$ cat src/design/tac_map.vh
// constants for the temperature alert qualifier and conversion control
// Notes on behaviour
// - alert only after required consecutive hot results, or cold ones in interrupt mode
// - settings bits four:three pick fault count
// - same count gates release and re-arm
// - settings bits six:five pick resolution
// - conversion 30 ms, doubling per bit
// - power-on reset restores all register defaults
// - reset values A000, 9600, 0000, 00
// - wait 2 ms before first conversion
// - result valid one period after start
// - bit one mode, bit two polarity
// - comparator alert holds, survives shutdown
// - interrupt alert cleared by read, shutdown
// - one-shot from shutdown, bit seven self-clears
`ifndef TAC_MAP_VH
`define TAC_MAP_VH
// clock period and documented times
`define TAC_CLK_NS      10
`define TAC_PWRUP_MS    2
`define TAC_CONV9_MS    30
// register byte addresses (printed index times four)
`define TAC_IDX_RESULT  0
`define TAC_IDX_CFG     1
`define TAC_IDX_RELEASE 2
`define TAC_IDX_LIMIT   3
`define TAC_ADDR_RESULT 8'h00
`define TAC_ADDR_CFG    8'h04
`define TAC_ADDR_RELEASE 8'h08
`define TAC_ADDR_LIMIT  8'h0C
`define TAC_ADDR_STAT   8'h10
`define TAC_ADDR_MASK   8'h14
// settings field positions
`define TAC_CFG_SHDN    0
`define TAC_CFG_INTM    1
`define TAC_CFG_POL     2
`define TAC_CFG_FQ_LO   3
`define TAC_CFG_FQ_HI   4
`define TAC_CFG_RES_LO  5
`define TAC_CFG_RES_HI  6
`define TAC_CFG_ONESHOT 7
// status bits
`define TAC_ST_DONE     0
`define TAC_ST_ALERT    1
// reset values and limit register write mask
`define TAC_RST_RESULT  16'h0000
`define TAC_RST_LIMIT   16'hA000
`define TAC_RST_RELEASE 16'h9600
`define TAC_RST_CFG     8'h00
`define TAC_LIMIT_BITS  16'hFF80
`endif

$ cat src/design/tac_top.v
// temperature conversion control with fault-queued alert and axi4-lite registers
//
// Decided for this implementation: the AXI4-Lite slave port and the register addresses.
`timescale 1ns/1ps
`include "tac_map.vh"
module tac_top #(
    // 2 ms start-up delay in clock cycles
    parameter PWRUP_CYC = `TAC_PWRUP_MS * 1000000 / `TAC_CLK_NS,
    // 30 ms 9-bit conversion in clock cycles
    parameter CONV9_CYC = `TAC_CONV9_MS * 1000000 / `TAC_CLK_NS
) (
    input  wire        clk,
    input  wire        nrst,
    input  wire [31:0] s_axi_awaddr,
    input  wire        s_axi_awvalid,
    output reg         s_axi_awready,
    input  wire [31:0] s_axi_wdata,
    input  wire [3:0]  s_axi_wstrb,
    input  wire        s_axi_wvalid,
    output reg         s_axi_wready,
    output reg  [1:0]  s_axi_bresp,
    output reg         s_axi_bvalid,
    input  wire        s_axi_bready,
    input  wire [31:0] s_axi_araddr,
    input  wire        s_axi_arvalid,
    output reg         s_axi_arready,
    output reg  [31:0] s_axi_rdata,
    output reg  [1:0]  s_axi_rresp,
    output reg         s_axi_rvalid,
    input  wire        s_axi_rready,
    input  wire [15:0] temp_code,
    output reg         alert_pin,
    output reg         irq
);
    // conversion states
    localparam [1:0] ST_PWRUP = 2'h0;
    localparam [1:0] ST_IDLE  = 2'h1;
    localparam [1:0] ST_CONV  = 2'h2;
    localparam [1:0] RESP_OK  = 2'h0;
    localparam [1:0] RESP_ERR = 2'h2;
    // fault count code to required run length
    function [2:0] fq_need;
        input [1:0] code;
        begin
            case (code)
                2'h0:    fq_need = 3'h1;
                2'h1:    fq_need = 3'h2;
                2'h2:    fq_need = 3'h4;
                2'h3:    fq_need = 3'h6;
                default: fq_need = 3'h1;
            endcase
        end
    endfunction
    // keep only the bits the chosen resolution produces
    function [15:0] res_mask;
        input [1:0] code;
        begin
            case (code)
                2'h0:    res_mask = 16'hFF80;
                2'h1:    res_mask = 16'hFFC0;
                2'h2:    res_mask = 16'hFFE0;
                2'h3:    res_mask = 16'hFFF0;
                default: res_mask = 16'hFF80;
            endcase
        end
    endfunction
    // byte-lane merge for the 16-bit registers
    function [15:0] lane16;
        input [15:0] old;
        input [31:0] wd;
        input [3:0]  st;
        begin
            lane16[7:0]  = st[0] ? wd[7:0]  : old[7:0];
            lane16[15:8] = st[1] ? wd[15:8] : old[15:8];
        end
    endfunction
    // saturating run counter step, capped at six
    function [2:0] run_step;
        input       cond;
        input [2:0] cnt;
        begin
            if (!cond)
                run_step = 3'h0;
            else if (cnt == 3'h6)
                run_step = 3'h6;
            else
                run_step = cnt + 3'h1;
        end
    endfunction
    reg  [15:0] result_reg;        // latest conversion result
    reg  [15:0] limit_reg;         // upper alert limit
    reg  [15:0] release_limit_reg; // hysteresis release limit
    reg  [7:0]  cfg;               // settings register
    reg  [1:0]  stat;              // sticky event bits
    reg  [1:0]  mask;              // interrupt enables
    reg  [1:0]  state;             // conversion state
    reg  [31:0] cnt;               // period counter
    reg         os_run;            // current conversion is one-shot
    reg  [2:0]  hi_run;            // consecutive hot results
    reg  [2:0]  lo_run;            // consecutive cold results
    reg         alert;             // qualified alert, active high
    reg         want_hi;           // interrupt mode waits for a hot run
    reg         aw_got;            // write address held
    reg         w_got;             // write data held
    reg  [7:0]  aw_hold;           // held write address
    reg  [31:0] wd_hold;           // held write data
    reg  [3:0]  ws_hold;           // held write strobes
    wire [31:0] conv_len = CONV9_CYC << cfg[`TAC_CFG_RES_HI:`TAC_CFG_RES_LO];
    wire        conv_end = (state == ST_CONV) && (cnt >= conv_len - 32'h1);
    wire        do_wr    = aw_got && w_got && !s_axi_bvalid;
    wire        do_rd    = s_axi_arvalid && s_axi_arready;
    wire        wr_cfg   = do_wr && (aw_hold == `TAC_ADDR_CFG) && ws_hold[0]
                           && (state != ST_PWRUP);
    wire        cfg_rd   = do_rd && (s_axi_araddr[7:0] <= `TAC_ADDR_LIMIT)
                           && (s_axi_araddr[31:8] == 24'h0);
    // one-shot accepted only when already in shutdown
    wire        os_go    = wr_cfg && cfg[`TAC_CFG_SHDN] && wd_hold[`TAC_CFG_SHDN]
                           && wd_hold[`TAC_CFG_ONESHOT];
    wire        shdn_in  = wr_cfg && !cfg[`TAC_CFG_SHDN] && wd_hold[`TAC_CFG_SHDN];
    // sample scaled to resolution, unused low bits forced to zero
    wire [15:0] sample   = temp_code
                           & res_mask(cfg[`TAC_CFG_RES_HI:`TAC_CFG_RES_LO]);
    wire        hot      = $signed(sample) > $signed(limit_reg);
    wire        cold     = $signed(sample) < $signed(release_limit_reg);
    wire [2:0]  need     = fq_need(cfg[`TAC_CFG_FQ_HI:`TAC_CFG_FQ_LO]);
    wire [2:0]  next_hi  = run_step(hot, hi_run);
    wire [2:0]  next_lo  = run_step(cold, lo_run);
    wire        hi_q     = conv_end && (next_hi >= need);
    wire        lo_q     = conv_end && (next_lo >= need);
    wire        intm     = cfg[`TAC_CFG_INTM];
    wire        alert_up = intm ? (hi_q && want_hi) || (lo_q && !want_hi)
                                : (hi_q && !alert);
    reg         next_alert;
    reg  [1:0]  ev;
    // axi write channel: address and data taken in either order
    always @(posedge clk) begin
        if (!nrst) begin
            s_axi_awready <= 1'b0;
            s_axi_wready  <= 1'b0;
            s_axi_bvalid  <= 1'b0;
            s_axi_bresp   <= RESP_OK;
            aw_got        <= 1'b0;
            w_got         <= 1'b0;
            aw_hold       <= 8'h00;
            wd_hold       <= 32'h0000_0000;
            ws_hold       <= 4'h0;
        end else begin
            // address beat
            if (s_axi_awvalid && s_axi_awready) begin
                aw_got        <= 1'b1;
                s_axi_awready <= 1'b0;
                // out-of-window upper bits fold into an unmapped code
                aw_hold       <= (s_axi_awaddr[31:8] == 24'h0) ?
                                 s_axi_awaddr[7:0] : 8'hFF;
            end else if (!aw_got && !s_axi_bvalid) begin
                s_axi_awready <= 1'b1;
            end
            // data beat
            if (s_axi_wvalid && s_axi_wready) begin
                w_got        <= 1'b1;
                s_axi_wready <= 1'b0;
                wd_hold      <= s_axi_wdata;
                ws_hold      <= s_axi_wstrb;
            end else if (!w_got && !s_axi_bvalid) begin
                s_axi_wready <= 1'b1;
            end
            // response once both halves are in
            if (do_wr) begin
                aw_got       <= 1'b0;
                w_got        <= 1'b0;
                s_axi_bvalid <= 1'b1;
                case (aw_hold)
                    `TAC_ADDR_RESULT,
                    `TAC_ADDR_CFG,
                    `TAC_ADDR_RELEASE,
                    `TAC_ADDR_LIMIT,
                    `TAC_ADDR_STAT,
                    `TAC_ADDR_MASK: s_axi_bresp <= RESP_OK;
                    default:        s_axi_bresp <= RESP_ERR;
                endcase
            end else if (s_axi_bvalid && s_axi_bready) begin
                s_axi_bvalid <= 1'b0;
            end
        end
    end
    // axi read channel: one read at a time, answer the cycle after address
    always @(posedge clk) begin
        if (!nrst) begin
            s_axi_arready <= 1'b0;
            s_axi_rvalid  <= 1'b0;
            s_axi_rdata   <= 32'h0000_0000;
            s_axi_rresp   <= RESP_OK;
        end else if (do_rd) begin
            s_axi_arready <= 1'b0;
            s_axi_rvalid  <= 1'b1;
            s_axi_rresp   <= RESP_OK;
            s_axi_rdata   <= 32'h0000_0000;
            if (s_axi_araddr[31:8] != 24'h0) begin
                s_axi_rresp <= RESP_ERR;
            end else begin
                case (s_axi_araddr[7:0])
                    `TAC_ADDR_RESULT:  s_axi_rdata[15:0] <= result_reg;
                    `TAC_ADDR_CFG:     s_axi_rdata[7:0]  <= cfg;
                    `TAC_ADDR_RELEASE: s_axi_rdata[15:0] <= release_limit_reg;
                    `TAC_ADDR_LIMIT:   s_axi_rdata[15:0] <= limit_reg;
                    `TAC_ADDR_STAT:    s_axi_rdata[1:0]  <= stat;
                    `TAC_ADDR_MASK:    s_axi_rdata[1:0]  <= mask;
                    default:           s_axi_rresp       <= RESP_ERR;
                endcase
            end
        end else if (s_axi_rvalid) begin
            // hold the answer until the master takes it
            if (s_axi_rready) begin
                s_axi_rvalid <= 1'b0;
            end
        end else begin
            s_axi_arready <= 1'b1;
        end
    end
    // software registers; writes before start-up ends are dropped
    // so the defaults are what the first conversion sees
    always @(posedge clk) begin
        if (!nrst) begin
            limit_reg         <= `TAC_RST_LIMIT;
            release_limit_reg <= `TAC_RST_RELEASE;
            cfg               <= `TAC_RST_CFG;
            mask              <= 2'h0;
        end else begin
            if (do_wr && state != ST_PWRUP) begin
                case (aw_hold)
                    `TAC_ADDR_LIMIT:
                        limit_reg <= lane16(limit_reg, wd_hold, ws_hold)
                                     & `TAC_LIMIT_BITS;
                    `TAC_ADDR_RELEASE:
                        release_limit_reg <= lane16(release_limit_reg, wd_hold, ws_hold)
                                             & `TAC_LIMIT_BITS;
                    `TAC_ADDR_CFG:
                        if (ws_hold[0]) begin
                            cfg <= wd_hold[7:0];
                        end
                    `TAC_ADDR_MASK:
                        if (ws_hold[0]) begin
                            mask <= wd_hold[1:0];
                        end
                    default: ;
                endcase
            end
            // one-shot bit drops when its conversion ends; a write wins
            if (conv_end && os_run && !wr_cfg) begin
                cfg[`TAC_CFG_ONESHOT] <= 1'b0;
            end
        end
    end
    // conversion sequencer: start-up wait, shutdown idle, converting
    always @(posedge clk) begin
        if (!nrst) begin
            state      <= ST_PWRUP;
            cnt        <= 32'h0;
            os_run     <= 1'b0;
            result_reg <= `TAC_RST_RESULT;
        end else begin
            case (state)
                ST_PWRUP: begin
                    // settle time before the first conversion
                    if (cnt == PWRUP_CYC - 1) begin
                        cnt   <= 32'h0;
                        state <= ST_CONV;
                    end else begin
                        cnt <= cnt + 32'h1;
                    end
                end
                ST_IDLE: begin
                    cnt <= 32'h0;
                    if (os_go) begin
                        os_run <= 1'b1;
                        state  <= ST_CONV;
                    end else if (!cfg[`TAC_CFG_SHDN]) begin
                        state <= ST_CONV;
                    end
                end
                ST_CONV: begin
                    if (conv_end) begin
                        // result only ever updated by a full period
                        result_reg <= sample;
                        cnt        <= 32'h0;
                        os_run     <= 1'b0;
                        if (cfg[`TAC_CFG_SHDN]) begin
                            state <= ST_IDLE;
                        end
                    end else if (shdn_in && !os_run) begin
                        // shutdown stops sampling, partial result dropped
                        cnt   <= 32'h0;
                        state <= ST_IDLE;
                    end else begin
                        cnt <= cnt + 32'h1;
                    end
                end
                default: begin
                    state <= ST_IDLE;
                    cnt   <= 32'h0;
                end
            endcase
        end
    end

    // next alert level; a new event beats a clearing read
    always @* begin
        next_alert = alert;
        if (alert_up) begin
            next_alert = 1'b1;
        end else if (!intm && lo_q) begin
            next_alert = 1'b0;
        end else if (intm && (cfg_rd || shdn_in)) begin
            next_alert = 1'b0;
        end
    end

    // fault queue runs and alert state
    always @(posedge clk) begin
        if (!nrst) begin
            hi_run  <= 3'h0;
            lo_run  <= 3'h0;
            alert   <= 1'b0;
            want_hi <= 1'b1;
        end else begin
            if (conv_end) begin
                hi_run <= next_hi;
                lo_run <= next_lo;
            end
            alert <= next_alert;
            // interrupt mode alternates between hot and cold runs
            if (intm && alert_up) begin
                want_hi <= !want_hi;
            end else if (!intm) begin
                want_hi <= !alert;
            end
        end
    end

    // alert pin polarity; comparator level survives shutdown since
    // nothing clears it without a conversion
    always @(posedge clk) begin
        if (!nrst) begin
            alert_pin <= 1'b1;
        end else begin
            alert_pin <= cfg[`TAC_CFG_POL] ? alert : !alert;
        end
    end

    // sticky events, write one to clear, set wins over clear
    always @* begin
        ev                = 2'h0;
        ev[`TAC_ST_DONE]  = conv_end;
        ev[`TAC_ST_ALERT] = alert_up;
    end

    always @(posedge clk) begin
        if (!nrst) begin
            stat <= 2'h0;
            irq  <= 1'b0;
        end else begin
            if (do_wr && aw_hold == `TAC_ADDR_STAT && ws_hold[0]) begin
                stat <= (stat & ~wd_hold[1:0]) | ev;
            end else begin
                stat <= stat | ev;
            end
            irq <= |(stat & mask);
        end
    end

endmodule

$ cat config.mk
export PLATFORM = sky130hd
export DESIGN_NAME = tac_top
export DESIGN_NICKNAME = d
export VERILOG_FILES = /design/src/design/tac_top.v
export VERILOG_INCLUDE_DIRS = /design/src /design/src/design
export SDC_FILE = /design/constraint.sdc
export NUM_CORES = 1
export LEC_CHECK = 0
export BUFFER_PORTS_ARGS = -buffer_cell sky130_fd_sc_hd__buf_2
export CORE_UTILIZATION = 48
export CTS_CLUSTER_DIAMETER = 150
export DETAILED_ROUTE_END_ITERATION = 12
export GPL_TIMING_DRIVEN = 0
export PLACE_DENSITY_LB_ADDON = 0.05
export SETUP_SLACK_MARGIN = 0.15
export SLEW_MARGIN = 20
export SYNTH_ARGS = -nofsm -noshare
export SYNTH_HDL_FRONTEND = slang
export SYNTH_SLANG_ARGS = --single-unit
$ cat constraint.sdc
create_clock -name clk -period 10.01 [get_ports clk]
set_input_delay 3.003 -clock clk [delete_from_list [all_inputs] [get_ports clk]]
set_output_delay 3.003 -clock clk [all_outputs]
set_load 0.05 [all_outputs]
==> results.md, run 1 <==
Status:
- The flow ran to the end, and the final reports show no timing, DRC or antenna violations.

Synthesis:
- The mean post-synth cell area is 8.314 um^2.
- The cell area that synthesis handed to floorplanning was 7491 um^2.
- The number of storage elements in the synthesis netlist is 138.
- The synthesized design devotes to its leading area cell type 36.88% of total area.
- The area fraction in and, or, nand and nor cells after synthesis is 23.32%.
- Yosys printed 0 warnings.
- The multiplexer share of the synthesized area is 2.155%.
- After synthesis, flip-flops and latches occupy 36.88% of the total area.
- The largest area contributor in the synthesized netlist is sky130_fd_sc_hd__dfxtp_1.
- After synthesis, the largest family of logic cells by area is simple AND/OR/NAND/NOR gates.
- Synthesis produced 901 cells.
- The most frequent cell after synthesis is sky130_fd_sc_hd__dfxtp_1.
- Of the total synthesized cell area, the portion taken by full adders, half adders and majority gates is 10.36%.
- By area the synthesized netlist is led by sky130_fd_sc_hd__dfxtp_1, sky130_fd_sc_hd__ha_1, sky130_fd_sc_hd__a21oi_1.
- For this run, the leading register cell type out of synthesis is sky130_fd_sc_hd__dfxtp_1.
- Of the total synthesized cell area, the portion taken by XOR and XNOR cells is 3.975%.
- The compound-gate portion of the synthesized area is 17.30%.
- After synthesis, the most frequently instantiated cells are sky130_fd_sc_hd__dfxtp_1, sky130_fd_sc_hd__nand2_1, sky130_fd_sc_hd__a21oi_1.
- The number of enable-type register cells in the synthesized netlist is 0.
- The distinct cell type count after synthesis is 67.
- Counting flops with an async set or reset pin after synthesis yields a share of 0%.

Route:
- The first-pass iteration count of the detailed router is 5.
- The number of nets still failing antenna checks after routing is 0.
- The via count normalized by instance count is 5.507.
- For this block, the routed nets add up to 20270 um of wire.
- The final route contains 6977 vias.
- After detailed routing, the average wire length per cell comes to 16.00 um.
- The residual DRC count is 0.
- The detailed router finished its first iteration with 463 violations.

Global route:
- The initial antenna violation count is 0.
- The first-pass GRT wire length is 32490 um.
- Global routing consumed, on the met1 layer, 38.00% of the routing resources.
- For this run the aggregate overflow at the end of global routing stands at 0.
- The fraction of met3 tracks used by global routing is 5.609%.
- Entering global routing, the biggest net connects 17 pins.
- The number of global-route vias before repair is 6225.
- The busiest metal layer after global routing is met2.
- For this run, global-route usage on met2 was measured as 38.33%.
- In the global route stage, overall resource usage came out at 25.95%.

Final layout:
- The fraction of final layout cells with drive strength greater than 1 is 18.81%.
- The area taken by flip-flops and latches is 2763 um^2.
- Cells fill 59.12% of the core in the end.
- The count of non-filler cells in the finished layout is 1267.
- The largest registers in the layout are cnt: 32 flops, s_axi_rdata: 16 flops, wd_hold: 16 flops.
- The flip-flop count of the largest register after layout is 32.
- Counting the fill cells in the layout gives 1449.
- The count of nets after finishing is 1251.
- The area added between synthesis and finish is 19.98%.
- The number of antenna diodes in the final layout is 0.
- The largest register by flop count is cnt.
- The area of combinational cells with multiple inputs is 4364 um^2.

STA:
- The final-layout setup total negative slack is 0 ns.
- Setup repair after global routing left no endpoint under its margin.
- After layout, the minimum clock period comes to 5.406 ns.
- At the pin with the least slew margin, the transition time is 0.8531 ns.
- In the finished design, the share of the clock period the worst path needs comes to 54.00%.
- The worst clock skew on the final layout is 0.008784 ns.
- The number of hold-slack violations in the final timing report is 0.
- The worst relative slew slack is 43.13%.
- Final hold analysis gives a worst-case slack of 0.4691 ns.
- The timing-limited maximum frequency is 185.0 MHz.
- The max-slew violation count is 0.
- The total of endpoints with negative setup slack in the final report is 0.

Die:
- 166 I/O pins were placed.
- The total core area is 15200 um^2.
- Row generation in the floorplan step produced 45 rows.
- The area enclosed by the die boundary is 16110 um^2.
- The die is 126.9 um wide.
- From bottom edge to top edge, the die measures 126.9 um.
- The effective utilization at floorplan is 49.28%.

Critical path:
- The worst setup path is of the input pin to flop kind.
- STA classifies the critical path startpoint as an input pin.
- The worst endpoint data arrival time is 5.69 ns.
- The endpoint class of the critical path is a flop.
- The required time at the worst-slack endpoint is 10.29 ns.
- The top fanout value on the critical path is 3.

Power:
- The cell area power density is 141.8 nW/um^2.
- The worst-case IR drop observed on VDD is 0.1287 mV.
- Summed over all cells, the static leakage comes to 3.717 nW.

Min path:
- The worst hold-check path type is flop to flop.

Placed design:
- The placed wire-length estimate is 15650 um.
- The number of cells in the design after placement is 1235.
- Input and output buffers added on the ports amount to 125.
- Routability-driven placement finished with a final weighted congestion of 0.8669.

CTS:
- The number of hold buffers added after CTS was 0.
- The count of H-tree levels built during CTS is 4.
- The post-CTS setup repair buffer count is 0.
- In this run the deepest clock path goes through 2 buffers.
- At the later pin of the worst-skew pair, clock insertion delay measures 0.42 ns.
- The number of clock sinks is 138.
- The clock transition at the register clock pins on the worst setup and hold paths after CTS is 0.06 ns.
- The count of cells resized by post-cts repair is 0.
- The number of buffers added by the clock tree synthesis step is 17.
- CTS placed an instance of sky130_fd_sc_hd__clkbuf_16 at the clock tree root.
- TritonCTS built the clock tree.

Flow run:
- The tool flagged a number of max-cap violations equal to 0.
cell families (layout without fill, tap and decap cells):
family / after synthesis / count (layout)
muxes: 16 / 16
xor gates and xnor gates: 34 / 34
and+or+nand+nor: 353 / 353
adders and majority gates: 62 / 62
DFF: 138 / 138
other: 2 / 23
buffers and inverters: 95 / 252
AOI/OAI and AO/OA: 201 / 201
cells in the final DEF, fill, tap and decap left out, drive strengths merged, types with 3 or more instances in the layout:
cell type | Yosys | routed
mux2i | 15 | 15
conb | 2 | 23
nand2b | 10 | 10
nor4 | 21 | 21
nor2 | 72 | 72
nand4 | 20 | 20
clkinv | 0 | 4
and3 | 8 | 8
a21o | 9 | 9
a211oi | 5 | 5
dfxtp | 138 | 138
or4 | 4 | 4
nand3 | 45 | 45
xor2 | 22 | 22
a31oi | 3 | 3
o221a | 9 | 9
buf | 31 | 156
o211ai | 11 | 11
clkinvlp | 0 | 3
a22o | 3 | 3
a21oi | 76 | 76
nor3 | 43 | 43
inv | 40 | 48
nor3b | 3 | 3
clkbuf | 24 | 41
and2 | 15 | 15
nor2b | 4 | 4
a22oi | 20 | 20
and4 | 6 | 6
nand2 | 94 | 94
ha | 62 | 62
o21ai | 44 | 44
xnor2 | 12 | 12
critical path: stages:
cell and delay [ns]:
sky130_fd_sc_hd__buf_2 0.12, sky130_fd_sc_hd__ha_1 0.29, sky130_fd_sc_hd__nand3_1 0.12, sky130_fd_sc_hd__a21oi_1 0.19
sky130_fd_sc_hd__o31ai_1 0.13, sky130_fd_sc_hd__a21oi_1 0.29, sky130_fd_sc_hd__nand3_1 0.16, sky130_fd_sc_hd__ha_1 0.30
sky130_fd_sc_hd__nand2b_1 0.14, sky130_fd_sc_hd__a21o_1 0.17, sky130_fd_sc_hd__a21oi_1 0.25, sky130_fd_sc_hd__a211oi_1 0.12
sky130_fd_sc_hd__o22ai_1 0.28, sky130_fd_sc_hd__a21oi_1 0.11
worst paths after layout:
| check | startpoint | endpoint | slack, ns | cells after the start |
|---|---|---|---|---|
| max | temp_code[10] | stat[1] | 4.60 | 14 |
| min | result_reg[9] | result_reg[9] | 0.47 | 2 |
| max reg2reg | cfg[5] | result_reg[9] | 5.79 | 13 |
| min reg2reg | result_reg[9] | result_reg[9] | 0.47 | 2 |
per-stage QoR:
| step | worst slack [ns] | cell area [um^2] | total power, W |
|---|---|---|---|
| finish | 4.604 | 8987 | 0.001275 |
| global route | 4.344 | 8987 | 0.001322 |
| CTS | 4.659 | 8987 | 0.001281 |
| detailed placement | 4.228 | 8431 | 0.0006899 |
| global placement | 4.223 | 8431 | 0.0006894 |
| floorplan | 4.889 | 7570 | 0.0006481 |
power breakdown:
part / switching [W] / total (W) / internal, W
clock network: 0.000270 / 0.000596 / 0.000326
registers: 0.00000979 / 0.000569 / 0.000559
logic: 0.0000698 / 0.000110 / 0.0000398
total: 0.000350 / 0.00127 / 0.000925
layer usage:
metal | up-vias | wire, um
met3 | 18 | 1358
met2 | 237 | 8657
li1 | 3534 | -
met5 | - | 0
met4 | 0 | 235
met1 | 3188 | 10020
cell type report:
type                            count  share of cell area [%]
Clock buffer                       17                   4.733
Inverter                           40                   1.671
Sequential cell                   138                   30.74
Tap cell                          188                   2.617
Buffer                             55                   3.258
Multi-Input combinational cell    689                   48.56
Clock inverter                     15                   1.462
Timing Repair Buffer              125                   6.961
Power figures use the tool's default switching activity.
==> run 2, diff against run 1 <==
==> constraint.sdc (replaced) <==
create_clock -name clk -period 4.38 [get_ports clk]
set_input_delay 1.314 -clock clk [delete_from_list [all_inputs] [get_ports clk]]
set_output_delay 1.314 -clock clk [all_outputs]
set_load 0.05 [all_outputs]
==> results.md, run 2 (synthesis results as in run 1) <==
Status:
- The run finished with clean final reports.

STA:
- The timing-limited maximum frequency is 247.3 MHz.
- The tightest hold path in the finished design has a slack of 0.4700 ns.
- The slew of the pin with the lowest slew margin is 0.6951 ns.
- On the final layout, the worst clock skew is 0.01393 ns.
- Adding up every negative setup slack in the final design gives 0 ns.
- The max-slew violation count is 0.
- Setup violations remaining at the end of the flow were counted as 0.
- Headroom to the max-slew limit came out at 53.66%.
- In the finished design, the share of the clock period the worst path needs comes to 92.34%.
- The worst path needs 4.044 ns of the cycle, external delays included.
- The number of hold-slack violations in the final timing report is 0.
- Setup repair after global routing left no endpoint under its margin.

Critical path:
- STA classifies the critical path endpoint as a flop.
- Traced cell by cell, the critical path runs through inv_1 > ha_1 > inv_1 > nand3_1 > or4_1 > ha_1 > nand4_1 > or4_4 > a211o_4 > clkbuf_1 > nand3_1 > a21oi_1.
- Broken down by cell family, the worst path's largest delay share belongs to simple AND/OR/NAND/NOR gates.
- The sort of element at the start of the critical path is a flop.
- The top fanout value on the critical path is 10.
- The worst register-to-register path has a setup slack of 0.34 ns.
- The critical path is of the flop to flop type.
- The count of cell instances traversed by the critical path is 12.
- The slowest stage of the critical path belongs to the cell sky130_fd_sc_hd__or4_4.
- Data on the critical path arrives at its endpoint at 4.33 ns.
- Measured in cells, the most critical reg-to-reg path has a length of 12.
- The largest single stage delay on the critical path is 0.60 ns.
- Counting both buffers and inverters, the worst setup path holds a total of 3.
- Data on the critical path is required at its endpoint by 4.67 ns.

Global route:
- For this run, the total global-route usage over all layers was measured as 25.95%.
- The initial antenna violation count came to 0.
- The global-route congestion overflow total is 0.
- The first-pass GRT wire length is 32490 um.
- The number of global-route vias before repair is 6225.
- The largest net degree at the start of global routing is 17.

Route:
- The residual DRC count is 0.
- In the final routed layout, each cell accounts on average for 16.04 um.
- The detailed router finished its first iteration with 462 violations.
- The total length of routed wires is 20320 um.
- The count of nets left with antenna violations once routing finished came out at 0.
- Summing over every cut layer, the via total after detailed routing is 6944.
- The first-pass iteration count of the detailed router is 5.
- After detailed routing, the number of vias per cell comes to 5.481.

Min path:
- The min-delay analysis places its worst path in the category flop to flop.
- The number of instances on the worst hold path is 2.

Final layout:
- The count of nets after finishing is 1251.
- The count of filler cells inserted in the layout is 1446.
- The most common cell after layout, fill and taps aside is sky130_fd_sc_hd__dfxtp_1.
- The largest registers in the layout are cnt: 32 flops, s_axi_rdata: 16 flops, wd_hold: 16 flops.
- The register with the most flip-flops in the layout has 32 of them.
- In the final layout, the share of cells above drive strength 1 is 19.18%.
- The area added between synthesis and finish is 20.24%.
- Leaving out fill and tap cells, the most frequent cells in the layout are sky130_fd_sc_hd__dfxtp_1, sky130_fd_sc_hd__buf_2, sky130_fd_sc_hd__nand2_1.
- 0 antenna diodes ended up in the layout.
- The final standard cell area without fillers is 9007 um^2.
- The largest register by flop count is cnt.

Die:
- In this run the horizontal extent of the chip is 126.9 um.
- From bottom edge to top edge, the die measures 126.9 um.
- The total I/O pin count is 166.
- The total area inside the core boundary comes to 15200 um^2.
- The floorplan step defined a die boundary enclosing 16110 um^2.
- The effective utilization at floorplan is 49.28%.
- The floorplan has 45 rows.

Power:
- In this run, flip-flops and latches consume 44.6% of the power.
- In this run the power spent charging and discharging nets is 0.0008032 W.
- Internal power comes to 0.002113 W.
- The maximum resistive drop on vdd is 0.2957 mV.
- The combinational group share of total power is 8.6%.
- The leakage power total is 3.723 nW.
- The cell area power density is 323.8 nW/um^2.
- The share of total power consumed by net switching is 27.54%.
- In this run, the clock network consumes 46.8% of the power.

CTS:
- The cell at the root of the clock tree is sky130_fd_sc_hd__clkbuf_16.
- Buffers added to address setup during post-CTS repair amount to 0.
- The clock transition at the register clock pins on the worst setup and hold paths after CTS is 0.06 ns.
- For the worst-skew pair, the clock arrives at the later sink with an insertion delay of 0.43 ns.
- Counting the buffers created by CTS gives 17.
- The number of clock sinks is 138.
- TritonCTS built the clock tree.
- The buffer depth of the longest clock path is 2.
- The count of H-tree levels built during CTS is 4.

Placed design:
- The placed wire-length estimate is 15650 um.
- The placer congestion estimate is 0.8669.
- The number of port buffers is 125.
- The total placed instance area is 8431 um^2.

Flow run:
- Across the run, the number of max-cap violations was 0.
[run 2: layout make-up]
cell class	count	area (um^2)	area share [%]
clock buffers	17	425.4	4.723
well taps	188	235.2	2.611
multi-input cells	689	4382	48.65
plain buffers	55	295.3	3.278
clock inverters	15	131.4	1.459
flip-flops and latches	138	2763	30.67
repair buffers	125	625.6	6.945
inverters	40	150.1	1.667
[run 2: path summary, 6_finish.rpt]
path,from,end
max,cfg[5],os_run
max reg2reg,cfg[5],os_run
min reg2reg,result_reg[15],result_reg[15]
min,result_reg[15],result_reg[15]
[run 2: tightest hold or removal path: stages (launching register included)]
cell                      delay (ns)
sky130_fd_sc_hd__dfxtp_1        0.31
sky130_fd_sc_hd__nand3_1        0.06
sky130_fd_sc_hd__a21oi_1        0.06
[run 2: power by group through the flow]
stage / clock, W / sequential, W / combinational (W)
after global placement: 0 / 0.00133 / 0.000248
after global routing: 0.00144 / 0.00130 / 0.000274
after CTS: 0.00138 / 0.00130 / 0.000250
final: 0.00137 / 0.00130 / 0.000251
after detailed placement: 0 / 0.00133 / 0.000249
after floorplan: 0 / 0.00134 / 0.000144
[run 2: timing repair]
| action | CTS | global route |
|---|---|---|
| gates resized for setup | 0 | 5 |
| endpoints found under the hold margin | 0 | 0 |
| setup endpoints to repair | 0 | 23 |
| hold buffers | 0 | 0 |
[run 2: routing by layer]
metal	GRT usage, %	vias to the layer above	share of wire (%)
met1	38.00	3185	50
li1	-	3533	-
met5	0	-	0
met3	5.609	19	5.7
met4	6.723	0	1.2
met2	38.33	207	43
[run 2: stage by stage]
stage                     setup slack, ns  util, %  instances  power [W]
after global placement             0.2575    55.46       1235   0.001576
final                              0.3356    59.25       1267   0.002917
after global routing               0.1738    59.25       1267   0.003022
after CTS                          0.2093    59.12       1267   0.002928
after floorplan                    0.9125        -        922   0.001481
after detailed placement           0.2272    55.46       1235   0.001577
